`src/core/tx_consts.svh`:
```
// Offsets, field positions, opcodes, reset values and cycle counts for the test/xor unit
`ifndef TX_CONSTS_SVH
`define TX_CONSTS_SVH

// Register byte offsets on the APB bus
`define TX_OFF_CTRL 8'h00
`define TX_OFF_STATUS 8'h04
`define TX_OFF_PC 8'h08
`define TX_OFF_ACCF 8'h0c
`define TX_OFF_BCDE 8'h10
`define TX_OFF_PTR 8'h14
`define TX_OFF_IDX1 8'h18
`define TX_OFF_IDX2 8'h1c
`define TX_OFF_LAST 8'h1c

// Field positions
`define TX_CTRL_GO 0
`define TX_CTRL_WIDE 1
`define TX_ST_BUSY 0
`define TX_ST_DONE 1
`define TX_ST_ILL 2
`define TX_ST_CYC_LSB 8
`define TX_ACCF_FLAGS_LSB 8
`define TX_BCDE_B_LSB 24
`define TX_BCDE_C_LSB 16
`define TX_BCDE_D_LSB 8

// Flag bit positions in the flag byte
`define TX_FLAG_S 7
`define TX_FLAG_Z 6
`define TX_FLAG_H 4
`define TX_FLAG_PV 2
`define TX_FLAG_N 1
`define TX_FLAG_C 0

// Reset values
`define TX_RST_BYTE 8'h00
`define TX_RST_ADDR 24'h000000

// Opcode bytes
`define TX_OP_PFX_SHORT 8'h52
`define TX_OP_PFX_LONG 8'h49
`define TX_OP_ED 8'hed
`define TX_OP_IDX1 8'hdd
`define TX_OP_IDX2 8'hfd
`define TX_OP_XOR_MEM 8'hae
`define TX_OP_XOR_IMM 8'hee
`define TX_OP_XOR_UPPER 8'hac
`define TX_OP_XOR_LOWER 8'had
`define TX_OP_TST_MEM 8'h34
`define TX_OP_TST_MEM_LONG 8'h73
`define TX_OP_TST_IMM 8'h64
`define TX_OP_TST_PORT 8'h74

// Documented instruction lengths in cycles
`define TX_CYC_TST_MEM 4'd3
`define TX_CYC_TST_MEM_PFX 4'd4
`define TX_CYC_TST_IMM 4'd3
`define TX_CYC_TST_REG 4'd2
`define TX_CYC_TST_PORT 4'd4
`define TX_CYC_XOR_MEM 4'd2
`define TX_CYC_XOR_MEM_PFX 4'd3
`define TX_CYC_XOR_HALF 4'd2
`define TX_CYC_XOR_IDX 4'd4
`define TX_CYC_XOR_IDX_PFX 4'd5
`define TX_CYC_XOR_IMM 4'd2
`define TX_CYC_XOR_REG 4'd1

`endif

```
`src/core/tx_pkg.sv`:
```
// Types shared by the test/xor unit
package tx_pkg;
    typedef logic [7:0] byte_t;

    // Which byte of an instruction the sequencer expects next
    typedef enum logic [2:0] {
        ST_IDLE, ST_OP, ST_ED, ST_IDX, ST_DISP, ST_IMM, ST_MEM
    } step_e;

    // Width-override prefix seen in front of the opcode
    typedef enum logic [1:0] {
        PFX_NONE, PFX_SHORT, PFX_LONG
    } pfx_e;

    // One byte read on the memory or I/O bus
    typedef struct packed {
        logic rd;
        logic io;
        logic [23:0] addr;
    } mem_req_s;

    // True when the byte holds an even number of ones
    function automatic logic even_parity(input byte_t v);
        return ~(^v);
    endfunction : even_parity
endpackage : tx_pkg

```
`src/core/tx_apb_slave.sv`:
```
// APB slave front end: zero-wait access, registered read data and error answer
`include "tx_consts.svh"
module tx_apb_slave
    import tx_pkg::*;
(
    input wire logic pclk, // Bus clock
    input wire logic presetn, // Asynchronous reset, active low
    input wire logic psel, // Slave select
    input wire logic penable, // Access phase
    input wire logic pwrite, // Write when high
    input wire logic [7:0] paddr, // Byte address
    input wire logic [31:0] rd_data, // Register value chosen by paddr
    output logic [31:0] prdata, // Read data
    output logic pready, // Access completes
    output logic pslverr, // Unmapped address
    output logic wr_en // Write takes effect this edge
);
    logic hit;

    // Word aligned and inside the map
    assign hit = (paddr[1:0] == 2'b00) && (paddr <= `TX_OFF_LAST);
    assign wr_en = psel && penable && pready && pwrite && !pslverr;

    // Answer is prepared in setup so the access phase never waits
    always_ff @(posedge pclk or negedge presetn) begin
        if (!presetn) begin
            pready <= 1'b0;
            pslverr <= 1'b0;
            prdata <= 32'h00000000;
        end else begin
            pready <= psel && !penable;
            if (psel && !penable) begin
                pslverr <= !hit;
                prdata <= (hit && !pwrite) ? rd_data : 32'h00000000;
            end
        end
    end
endmodule : tx_apb_slave

```
`config.mk`:
```
export PLATFORM = sky130hd
export DESIGN_NAME = tx_apb_slave
export DESIGN_NICKNAME = d
export VERILOG_FILES = /design/src/core/tx_pkg.sv /design/src/core/tx_apb_slave.sv
export VERILOG_INCLUDE_DIRS = /design/src /design/src/core
export SDC_FILE = /design/constraint.sdc
export NUM_CORES = 1
export LEC_CHECK = 0
export BUFFER_PORTS_ARGS = -buffer_cell sky130_fd_sc_hd__buf_4
export CAP_MARGIN = 20
export CORE_AREA = 2 2 75 77
export CTS_BUF_LIST = sky130_fd_sc_hd__clkbuf_2 sky130_fd_sc_hd__clkbuf_4 sky130_fd_sc_hd__clkbuf_8
export CTS_CLUSTER_DIAMETER = 200
export DETAILED_ROUTE_END_ITERATION = 7
export DIE_AREA = 0 0 77 79
export PLACE_DENSITY_LB_ADDON = 0.15
export SLEW_MARGIN = 0
export SYNTH_ARGS = -nofsm -noshare
export SYNTH_HDL_FRONTEND = slang
export SYNTH_SLANG_ARGS = --single-unit
```
`constraint.sdc`:
```
create_clock -name pclk -period 1 [get_ports pclk]
set_input_delay 0.2 -clock pclk [delete_from_list [all_inputs] [get_ports pclk]]
set_output_delay 0.2 -clock pclk [all_outputs]
set_load 0.02 [all_outputs]
```
## After elaboration in Yosys (flattened, before gate mapping)

Index checks and enable logic that the tools add are counted.

| operators by class | value |
|---|---|
| muxes and demuxes | 1 |
| order comparisons | 1 |
| reduce and logical (&&, ||, !) cells | 12 |

Operators with widths:

| operator | number |
|---|---|
| $mux 32 | 1 |
| $le 8x5->1 const B | 1 |
| $logic_and 1x1->1 | 7 |
| $logic_not 1->1 | 4 |
| $logic_not 2->1 | 1 |

| storage, ports and cells | value |
|---|---|
| input port bits | 45 |
| output and inout bits | 35 |
| word-level logic and storage cells | 17 |
| flip-flop bits (word level) | 34 |

## Logic depth before layout (Yosys ltp)

Gate-level depths: netlist of run 1.

| logic depth | value |
|---|---|
| depth after elaboration | 4 |
| gate-level depth with buffers | 4 |
| depth with buffers taken out | 2 |

## Worst setup path after synthesis of run 1

No wires, ideal clock.

| timing path | value |
|---|---|
| path type | input -> register |
| from | input port paddr[1] |
| to | register prdata[22] |
| data required time | 904 ps |
| arrival | 1238 ps |
| path buffers | 2 |
| setup slack | -334 ps |
| stages on the path | 4 |
| library setup time | 96 ps |
| cell sequence | or4b_1 > buf_6 > buf_8 > o32ai_2 |

| on the way | value |
|---|---|
| word-level cells in the longest chain between the ends | 4 |

Ends and longest elaborated chain:

| item | RTL line | source |
|---|---|---|
| start, declared | tx_apb_slave.sv:11 | `input wire logic [7:0] paddr,` |
| $le 8x5->1 (no source line) or $logic_not 2->1 (tied branches) | -- |  |
| $logic_and 1x1->1 (*) | tx_apb_slave.sv:21 | `` assign hit = (paddr[1:0] == 2'b00) && (paddr <= `TX_OFF_LAST); `` |
| $logic_and 1x1->1 (*) | tx_apb_slave.sv:34 | `prdata <= (hit && !pwrite) ? rd_data : 32'h00000000;` |
| $mux 32 (*) | tx_apb_slave.sv:34 |  |
| end signal, assigned | tx_apb_slave.sv:34 |  |
| end, declared | tx_apb_slave.sv:13 | `output logic [31:0] prdata,` |

Mark *: on every way between the ends. The rest lies on a longest branch, timed or not.
A chain may end at the register's enable or synchronous reset.

## Final worst setup path of run 1

| timing path | value |
|---|---|
| from | input port paddr[7] |
| to | register prdata[22] |

| on the way | value |
|---|---|
| word-level cells in the longest chain between the ends | 4 |

Ends and longest elaborated chain:

| item | RTL line |
|---|---|
| $le 8x5->1 (no source line) | -- |
| $logic_and 1x1->1 | tx_apb_slave.sv:21 |
| $logic_and 1x1->1 | tx_apb_slave.sv:34 |
| $mux 32 | tx_apb_slave.sv:34 |

Every way passes these cells.

==> flow_summary.json, run 1 <==
{
  "core_um2": 5340,
  "min_path_type": "primary input to register",
  "avgSynthCellArea_um2": 11.9,
  "clk_latency_ns": 0.28,
  "yosysSeqAreaShare_pct": 47.8,
  "fin_crit_sh_pct": 117,
  "synth.distinct_cells": 17,
  "grtUsageMet3_pct": 4.66,
  "placed_cells": 297,
  "worstSetupStartpointType": "primary input",
  "grt_start_max_net_pins": 35,
  "tns_ns": -5.28,
  "vias": 1393,
  "async_flop_share_pct": 100,
  "die_w_um": 77,
  "p_leak_nw": 1.40,
  "first_pass_iters": 3,
  "yosys-top-cells-area": "dfrtp_1 (48%), o32ai_2 (27%), inv_1 (14%)",
  "cts-root-buf": "clkbuf_8",
  "max_freq_mhz": 854,
  "p_per_area_nw_per_um2": 972,
  "port_buffers": 76,
  "grt_pass1_wl_mm": 6.82,
  "synth_area_leader_cell": "dfrtp_1",
  "worst_pin_slew_ns": 0.436,
  "finalSetupViolCount": 65,
  "path_clk_slew_ns": 0.07,
  "worstSetupPathType": "primary input to register",
  "antenna_found_initial": 0,
  "syn_to_final_growth_pct": 68.8,
  "ir_drop_mv": 0.629,
  "hold_violations": 0,
  "dp_hpwl_mm": 2.83,
  "status": "finished, violations left",
  "clock_path_buffers": 2,
  "grt-ovfl-total": 0,
  "worst_slack_ns": -0.172,
  "finalWeightedCongestion": 0.701,
  "final_nets": 294,
  "ant_nets": 0,
  "clock_sinks": 34,
  "fp-row-count": 27,
  "pin_count": 80,
  "critPathArrivalTime_ns": 1.36,
  "cts_tree": "yes",
  "grt_util_all_layers_pct": 14.2,
  "synthesis.area_um2": 1780,
  "h-tree-depth": 2,
  "nFillCells": 494,
  "power.total_mw": 2.92,
  "critical_path_required_ns": 1.19,
  "cap_violations": 0,
  "die_area_um2": 6080,
  "yosysTopAreaCellShare_pct": 47.8,
  "finalClockSkew_ns": 0,
  "die_y_um": 79,
  "numCtsBuffers": 5,
  "slew_violations": 0,
  "gr-usage-met1_pct": 18.5,
  "ys.flop_type": "dfrtp_1",
  "fin_cells": 322,
  "start_util_pct": 33.3,
  "synth_nets": 194,
  "dpl_cell_area_um2": 2480,
  "drive_gt1_share_pct": 59.6,
  "maxSlewHeadroom_pct": 70.9,
  "netlist_instances": 149,
  "n_antenna_cell": 0,
  "top_usage_layer": "met2",
  "drtIter0Drc": 41,
  "yosysWarnings": 0,
  "ys_ff_latch": 34,
  "design_area_um2": 3000,
  "violations": "negative setup slack",
  "synth_edf_count": 0,
  "crit_fanout": 6,
  "rsz0062_at_grt": "true",
  "via_per_inst": 4.33,
  "wirelength_mm": 4.18,
  "route.detailed.drc": 0,
  "end_kind": "register",
  "met2_usage_pct": 22.6,
  "wire_per_inst_um": 13.0,
  "layout_min_cycle_time_ns": 1.17,
  "grt_pass1_vias": 1438
}
==> logic make-up (layout without fill, tap and decap cells) <==
logic type      count (synthesis)  count (layout)  synth area share, %
compound gates                 33              33                 29.0
buf+inv                        76             177                 21.0
flops                          34              34                 47.8
simple gates                    6               6                 2.25
==> area by class of cell <==
cell class              count  area, um^2  share of cell area (%)
clock buffers               7        90.1                    3.00
clock inverters             1        5.00                   0.167
inverters                  64         240                    8.00
multi-input cells          39         678                    22.6
flip-flops and latches     34         851                    28.3
well taps                  72        90.1                    3.00
repair buffers            105        1050                    34.9
==> registers in the layout, summed over array words and instances (netlist names) <==
register and cells:
prdata 32, pready 1, pslverr 1
==> layout by cell type (no fill, tap or decap), drive strengths merged <==
master and n:
or4b 1, inv 64, buf 103, dfrtp 34, nor2b 1, o22a 1, or3 1, nor2 1
or4 1, clkinv 1, nand4 1, o32ai 32, clkbuf 8, dlygate4sd3 1
==> worst paths after layout <==
path / start / end / depth (start not counted) / slack, ns
worst max-delay path: paddr[7] / prdata[22] / 4 / -0.17
worst min-delay path: rd_data[21] / prdata[21] / 3 / 0.19
worst max register to register: prdata[10] / prdata[10] / 4 / 0.13
worst min register to register: prdata[8] / prdata[8] / 2 / 0.56
max in group asynchronous: presetn / prdata[22] / 2 / 0.28
min in group asynchronous: presetn / prdata[19] / 2 / 0.42
==> critical path: stages <==
cell,delay (ns)
buf_6,0.09
or4b_4,0.64
clkbuf_16,0.21
o32ai_2,0.22
==> timing repair <==
| item | 4_1_cts | 5_1_grt |
|---|---|---|
| gates cloned | 1 | 1 |
| endpoints found under the hold margin | 34 | 0 |
| endpoints found under the setup margin | 68 | 68 |
| hold buffers | 1 | 0 |
| pin swaps | 3 | 18 |
| buffers inserted | 4 | 10 |
| resized for setup | 43 | 10 |
==> synthesized netlist by cell type, types with 2 or more instances <==
library cell	instances
buf_4	2
inv_1	64
buf_6	4
o32ai_1	2
buf_2	2
o32ai_2	30
dfrtp_1	34
buf_12	2
==> stage by stage <==
| stage | hold WS (ns) | util [%] | setup slack (ns) |
|---|---|---|---|
| floorplan | -0.0956 | - | -0.318 |
| global placement | 0.183 | 46.4 | -0.428 |
| detailed placement | 0.182 | 46.4 | -0.453 |
| CTS | 0.186 | 52.6 | -0.185 |
| global route | 0.182 | 56.3 | -0.243 |
| finish | 0.194 | 56.3 | -0.172 |
==> per-layer routing <==
metal / wire (um) / vias to the layer above / share of wire, %
li1: - / 679 / -
met1: 1790 / 664 / 43
met2: 2090 / 45 / 50
met3: 250 / 5 / 6.0
met4: 46 / 0 / 1.1
met5: 0 / - / 0
==> report_power, final <==
group	internal, mW	switching [mW]	total [mW]
clock network	0.582	0.478	1.06
logic	0.245	0.213	0.458
registers	1.39	0.0115	1.40
Power figures use the tool's default switching activity.
==> inputs of run 2 (changes only) <==
--- a/config.mk
+++ b/config.mk
@@ -8,12 +8,13 @@
 export LEC_CHECK = 0
 export BUFFER_PORTS_ARGS = -buffer_cell sky130_fd_sc_hd__buf_4
 export CAP_MARGIN = 20
-export CORE_AREA = 2 2 75 77
+export CORE_AREA = 2 2 62 64
 export CTS_BUF_LIST = sky130_fd_sc_hd__clkbuf_2 sky130_fd_sc_hd__clkbuf_4 sky130_fd_sc_hd__clkbuf_8
 export CTS_CLUSTER_DIAMETER = 200
 export DETAILED_ROUTE_END_ITERATION = 7
-export DIE_AREA = 0 0 77 79
+export DIE_AREA = 0 0 64 66
 export PLACE_DENSITY_LB_ADDON = 0.15
+export RECOVER_POWER = 100
 export SLEW_MARGIN = 0
 export SYNTH_ARGS = -nofsm -noshare
 export SYNTH_HDL_FRONTEND = slang
==> run 2 against run 1 <==
The run still ends with negative setup slack left. Clock power shrank 18%. Sequential power is essentially flat. Total power shrank 5.3%. Sequential cell count is the same. Hold slack lost 0.067 ns. Routed wire length grew 34%. Critical path depth shrank 1. Final cell count shrank 5.6%. Register-to-register slack lost 0.14 ns. Non-clock buffer count grew 6. Fmax shrank 14%. Critical endpoint is now wr_en. Largest cell class unchanged. Highest routed layer unchanged.
==> flow_summary.json, run 2 (synthesized netlist as in run 1, its figures left out) <==
{
  "fp-row-count": 22,
  "top_regs": "prdata (32), pready (1), pslverr (1)",
  "worstSetupStartpointType": "register",
  "nFillCells": 170,
  "pin_count": 80,
  "top_usage_layer": "met2",
  "gr-usage-met1_pct": 27.4,
  "seq_area_um2": 851,
  "hold_violations": 0,
  "layout_min_cycle_time_ns": 1.36,
  "violations": "negative setup slack",
  "grt_pass1_vias": 1644,
  "cts_tree": "yes",
  "syn_to_final_growth_pct": 72.9,
  "wirelength_mm": 5.58,
  "tns_ns": -7.14,
  "start_util_pct": 50.1,
  "port_buffers": 76,
  "critPathArrivalTime_ns": 1.16,
  "wire_per_inst_um": 18.4,
  "path_clk_slew_ns": 0.11,
  "finalWeightedCongestion": 0.778,
  "min_path_type": "primary input to register",
  "die_y_um": 66,
  "maxSlewHeadroom_pct": 68.0,
  "grt_pass1_wl_mm": 7.91,
  "p_leak_nw": 1.43,
  "antenna_found_initial": 0,
  "die_area_um2": 4220,
  "h-tree-depth": 2,
  "grt_util_all_layers_pct": 25.3,
  "drtIter0Drc": 62,
  "finalClockSkew_ns": 0,
  "via_per_inst": 5.08,
  "route.detailed.drc": 0,
  "p_per_area_nw_per_um2": 899,
  "dpl_cell_area_um2": 2430,
  "clock_sinks": 34,
  "clock_path_buffers": 2,
  "dp_hpwl_mm": 2.93,
  "n_antenna_cell": 0,
  "grt-ovfl-total": 0,
  "status": "finished, violations left",
  "worst_pin_slew_ns": 0.480,
  "rsz0062_at_grt": "true",
  "fin_crit_sh_pct": 136,
  "largest_register": "prdata",
  "die_w_um": 64,
  "core_um2": 3550,
  "placed_cells": 269,
  "finalSetupViolCount": 68,
  "grt_start_max_net_pins": 35,
  "max_freq_mhz": 737,
  "end_kind": "output port",
  "ir_drop_mv": 0.811,
  "slew_violations": 0,
  "largest_reg_flops": 32,
  "clk_latency_ns": 0.35,
  "mostFrequentLayoutCells": "inv_1 (64), buf_4 (59), buf_6 (41)",
  "ant_nets": 0,
  "layout_commonest_cell": "inv_1",
  "final_util_pct": 86.6,
  "critical_path_required_ns": 0.80,
  "worst_slack_ns": -0.358,
  "first_pass_iters": 4,
  "fin_cells": 304,
  "cap_violations": 0,
  "drive_gt1_share_pct": 60.5,
  "design_area_um2": 3080,
  "multiInputGateArea_um2": 757,
  "grtUsageMet3_pct": 7.16,
  "final_nets": 300,
  "numCtsBuffers": 5,
  "cts-root-buf": "clkbuf_4",
  "met2_usage_pct": 47.5,
  "worstSetupPathType": "register to output port",
  "crit_fanout": 2,
  "vias": 1544
}
-- run 2: cell count changes in the layout (fill, tap and decap cells not counted) --
cell / previous run / this run
buf_12: 5 / 6
clkbuf_16: 1 / 0
buf_4: 55 / 59
buf_6: 42 / 41
buf_16: 1 / 2
o32ai_4: 8 / 15
o32ai_2: 24 / 17
clkbuf_8: 6 / 1
clkbuf_4: 1 / 8
-- run 2: final timing paths --
kind	startpoint	endpoint	slack (ns)	cells after the start
max	pready	wr_en	-0.36	3
min	rd_data[30]	prdata[30]	0.13	3
max reg2reg	prdata[21]	prdata[21]	-0.01	4
min reg2reg	prdata[2]	prdata[2]	0.58	2
max in group asynchronous	presetn	prdata[15]	0.29	2
min in group asynchronous	presetn	prdata[17]	0.36	2
-- run 2: cell type report --
cell class / instances / area share (%)
Timing Repair Buffer: 111 / 35.9
Sequential cell: 34 / 27.7
Multi-Input combinational cell: 39 / 24.6
Inverter: 64 / 7.81
Tap cell: 48 / 1.95
Clock buffer: 7 / 1.91
Clock inverter: 1 / 0.163
-- run 2: worst max-delay path: stages, from the launching register on --
cell	delay, ns
dfrtp_1	0.39
nand4_1	0.14
nor2_2	0.15
buf_6	0.14
-- run 2: per-stage QoR --
stage | setup WS [ns] | hold WS [ns] | total power, mW
CTS | -0.290 | 0.110 | 2.71
global route | -0.397 | 0.111 | 2.86
floorplan | -0.318 | -0.0956 | 1.60
finish | -0.358 | 0.127 | 2.76
detailed placement | -0.452 | 0.179 | 1.81
global placement | -0.407 | 0.162 | 1.80
-- run 2: metal layers --
| metal | vias to the layer above | share of wire (%) |
|---|---|---|
| li1 | 698 | - |
| met1 | 767 | 34 |
| met2 | 61 | 57 |
| met3 | 18 | 5.0 |
| met4 | 0 | 3.8 |
| met5 | - | 0 |
-- run 2: repair_timing --
item	4_1_cts	5_1_grt
hold buffers	1	0
pin swaps	16	11
setup endpoints to repair	66	68
setup buffers	16	8
endpoints found under the hold margin	34	0
cloned	3	0
gates resized for setup	45	19
-- run 2: power breakdown --
| group | total [mW] | switching, mW | internal [mW] |
|---|---|---|---|
| clock network | 0.864 | 0.496 | 0.368 |
| logic | 0.500 | 0.248 | 0.251 |
| registers | 1.40 | 0.0125 | 1.39 |
| total | 2.76 | 0.756 | 2.01 |
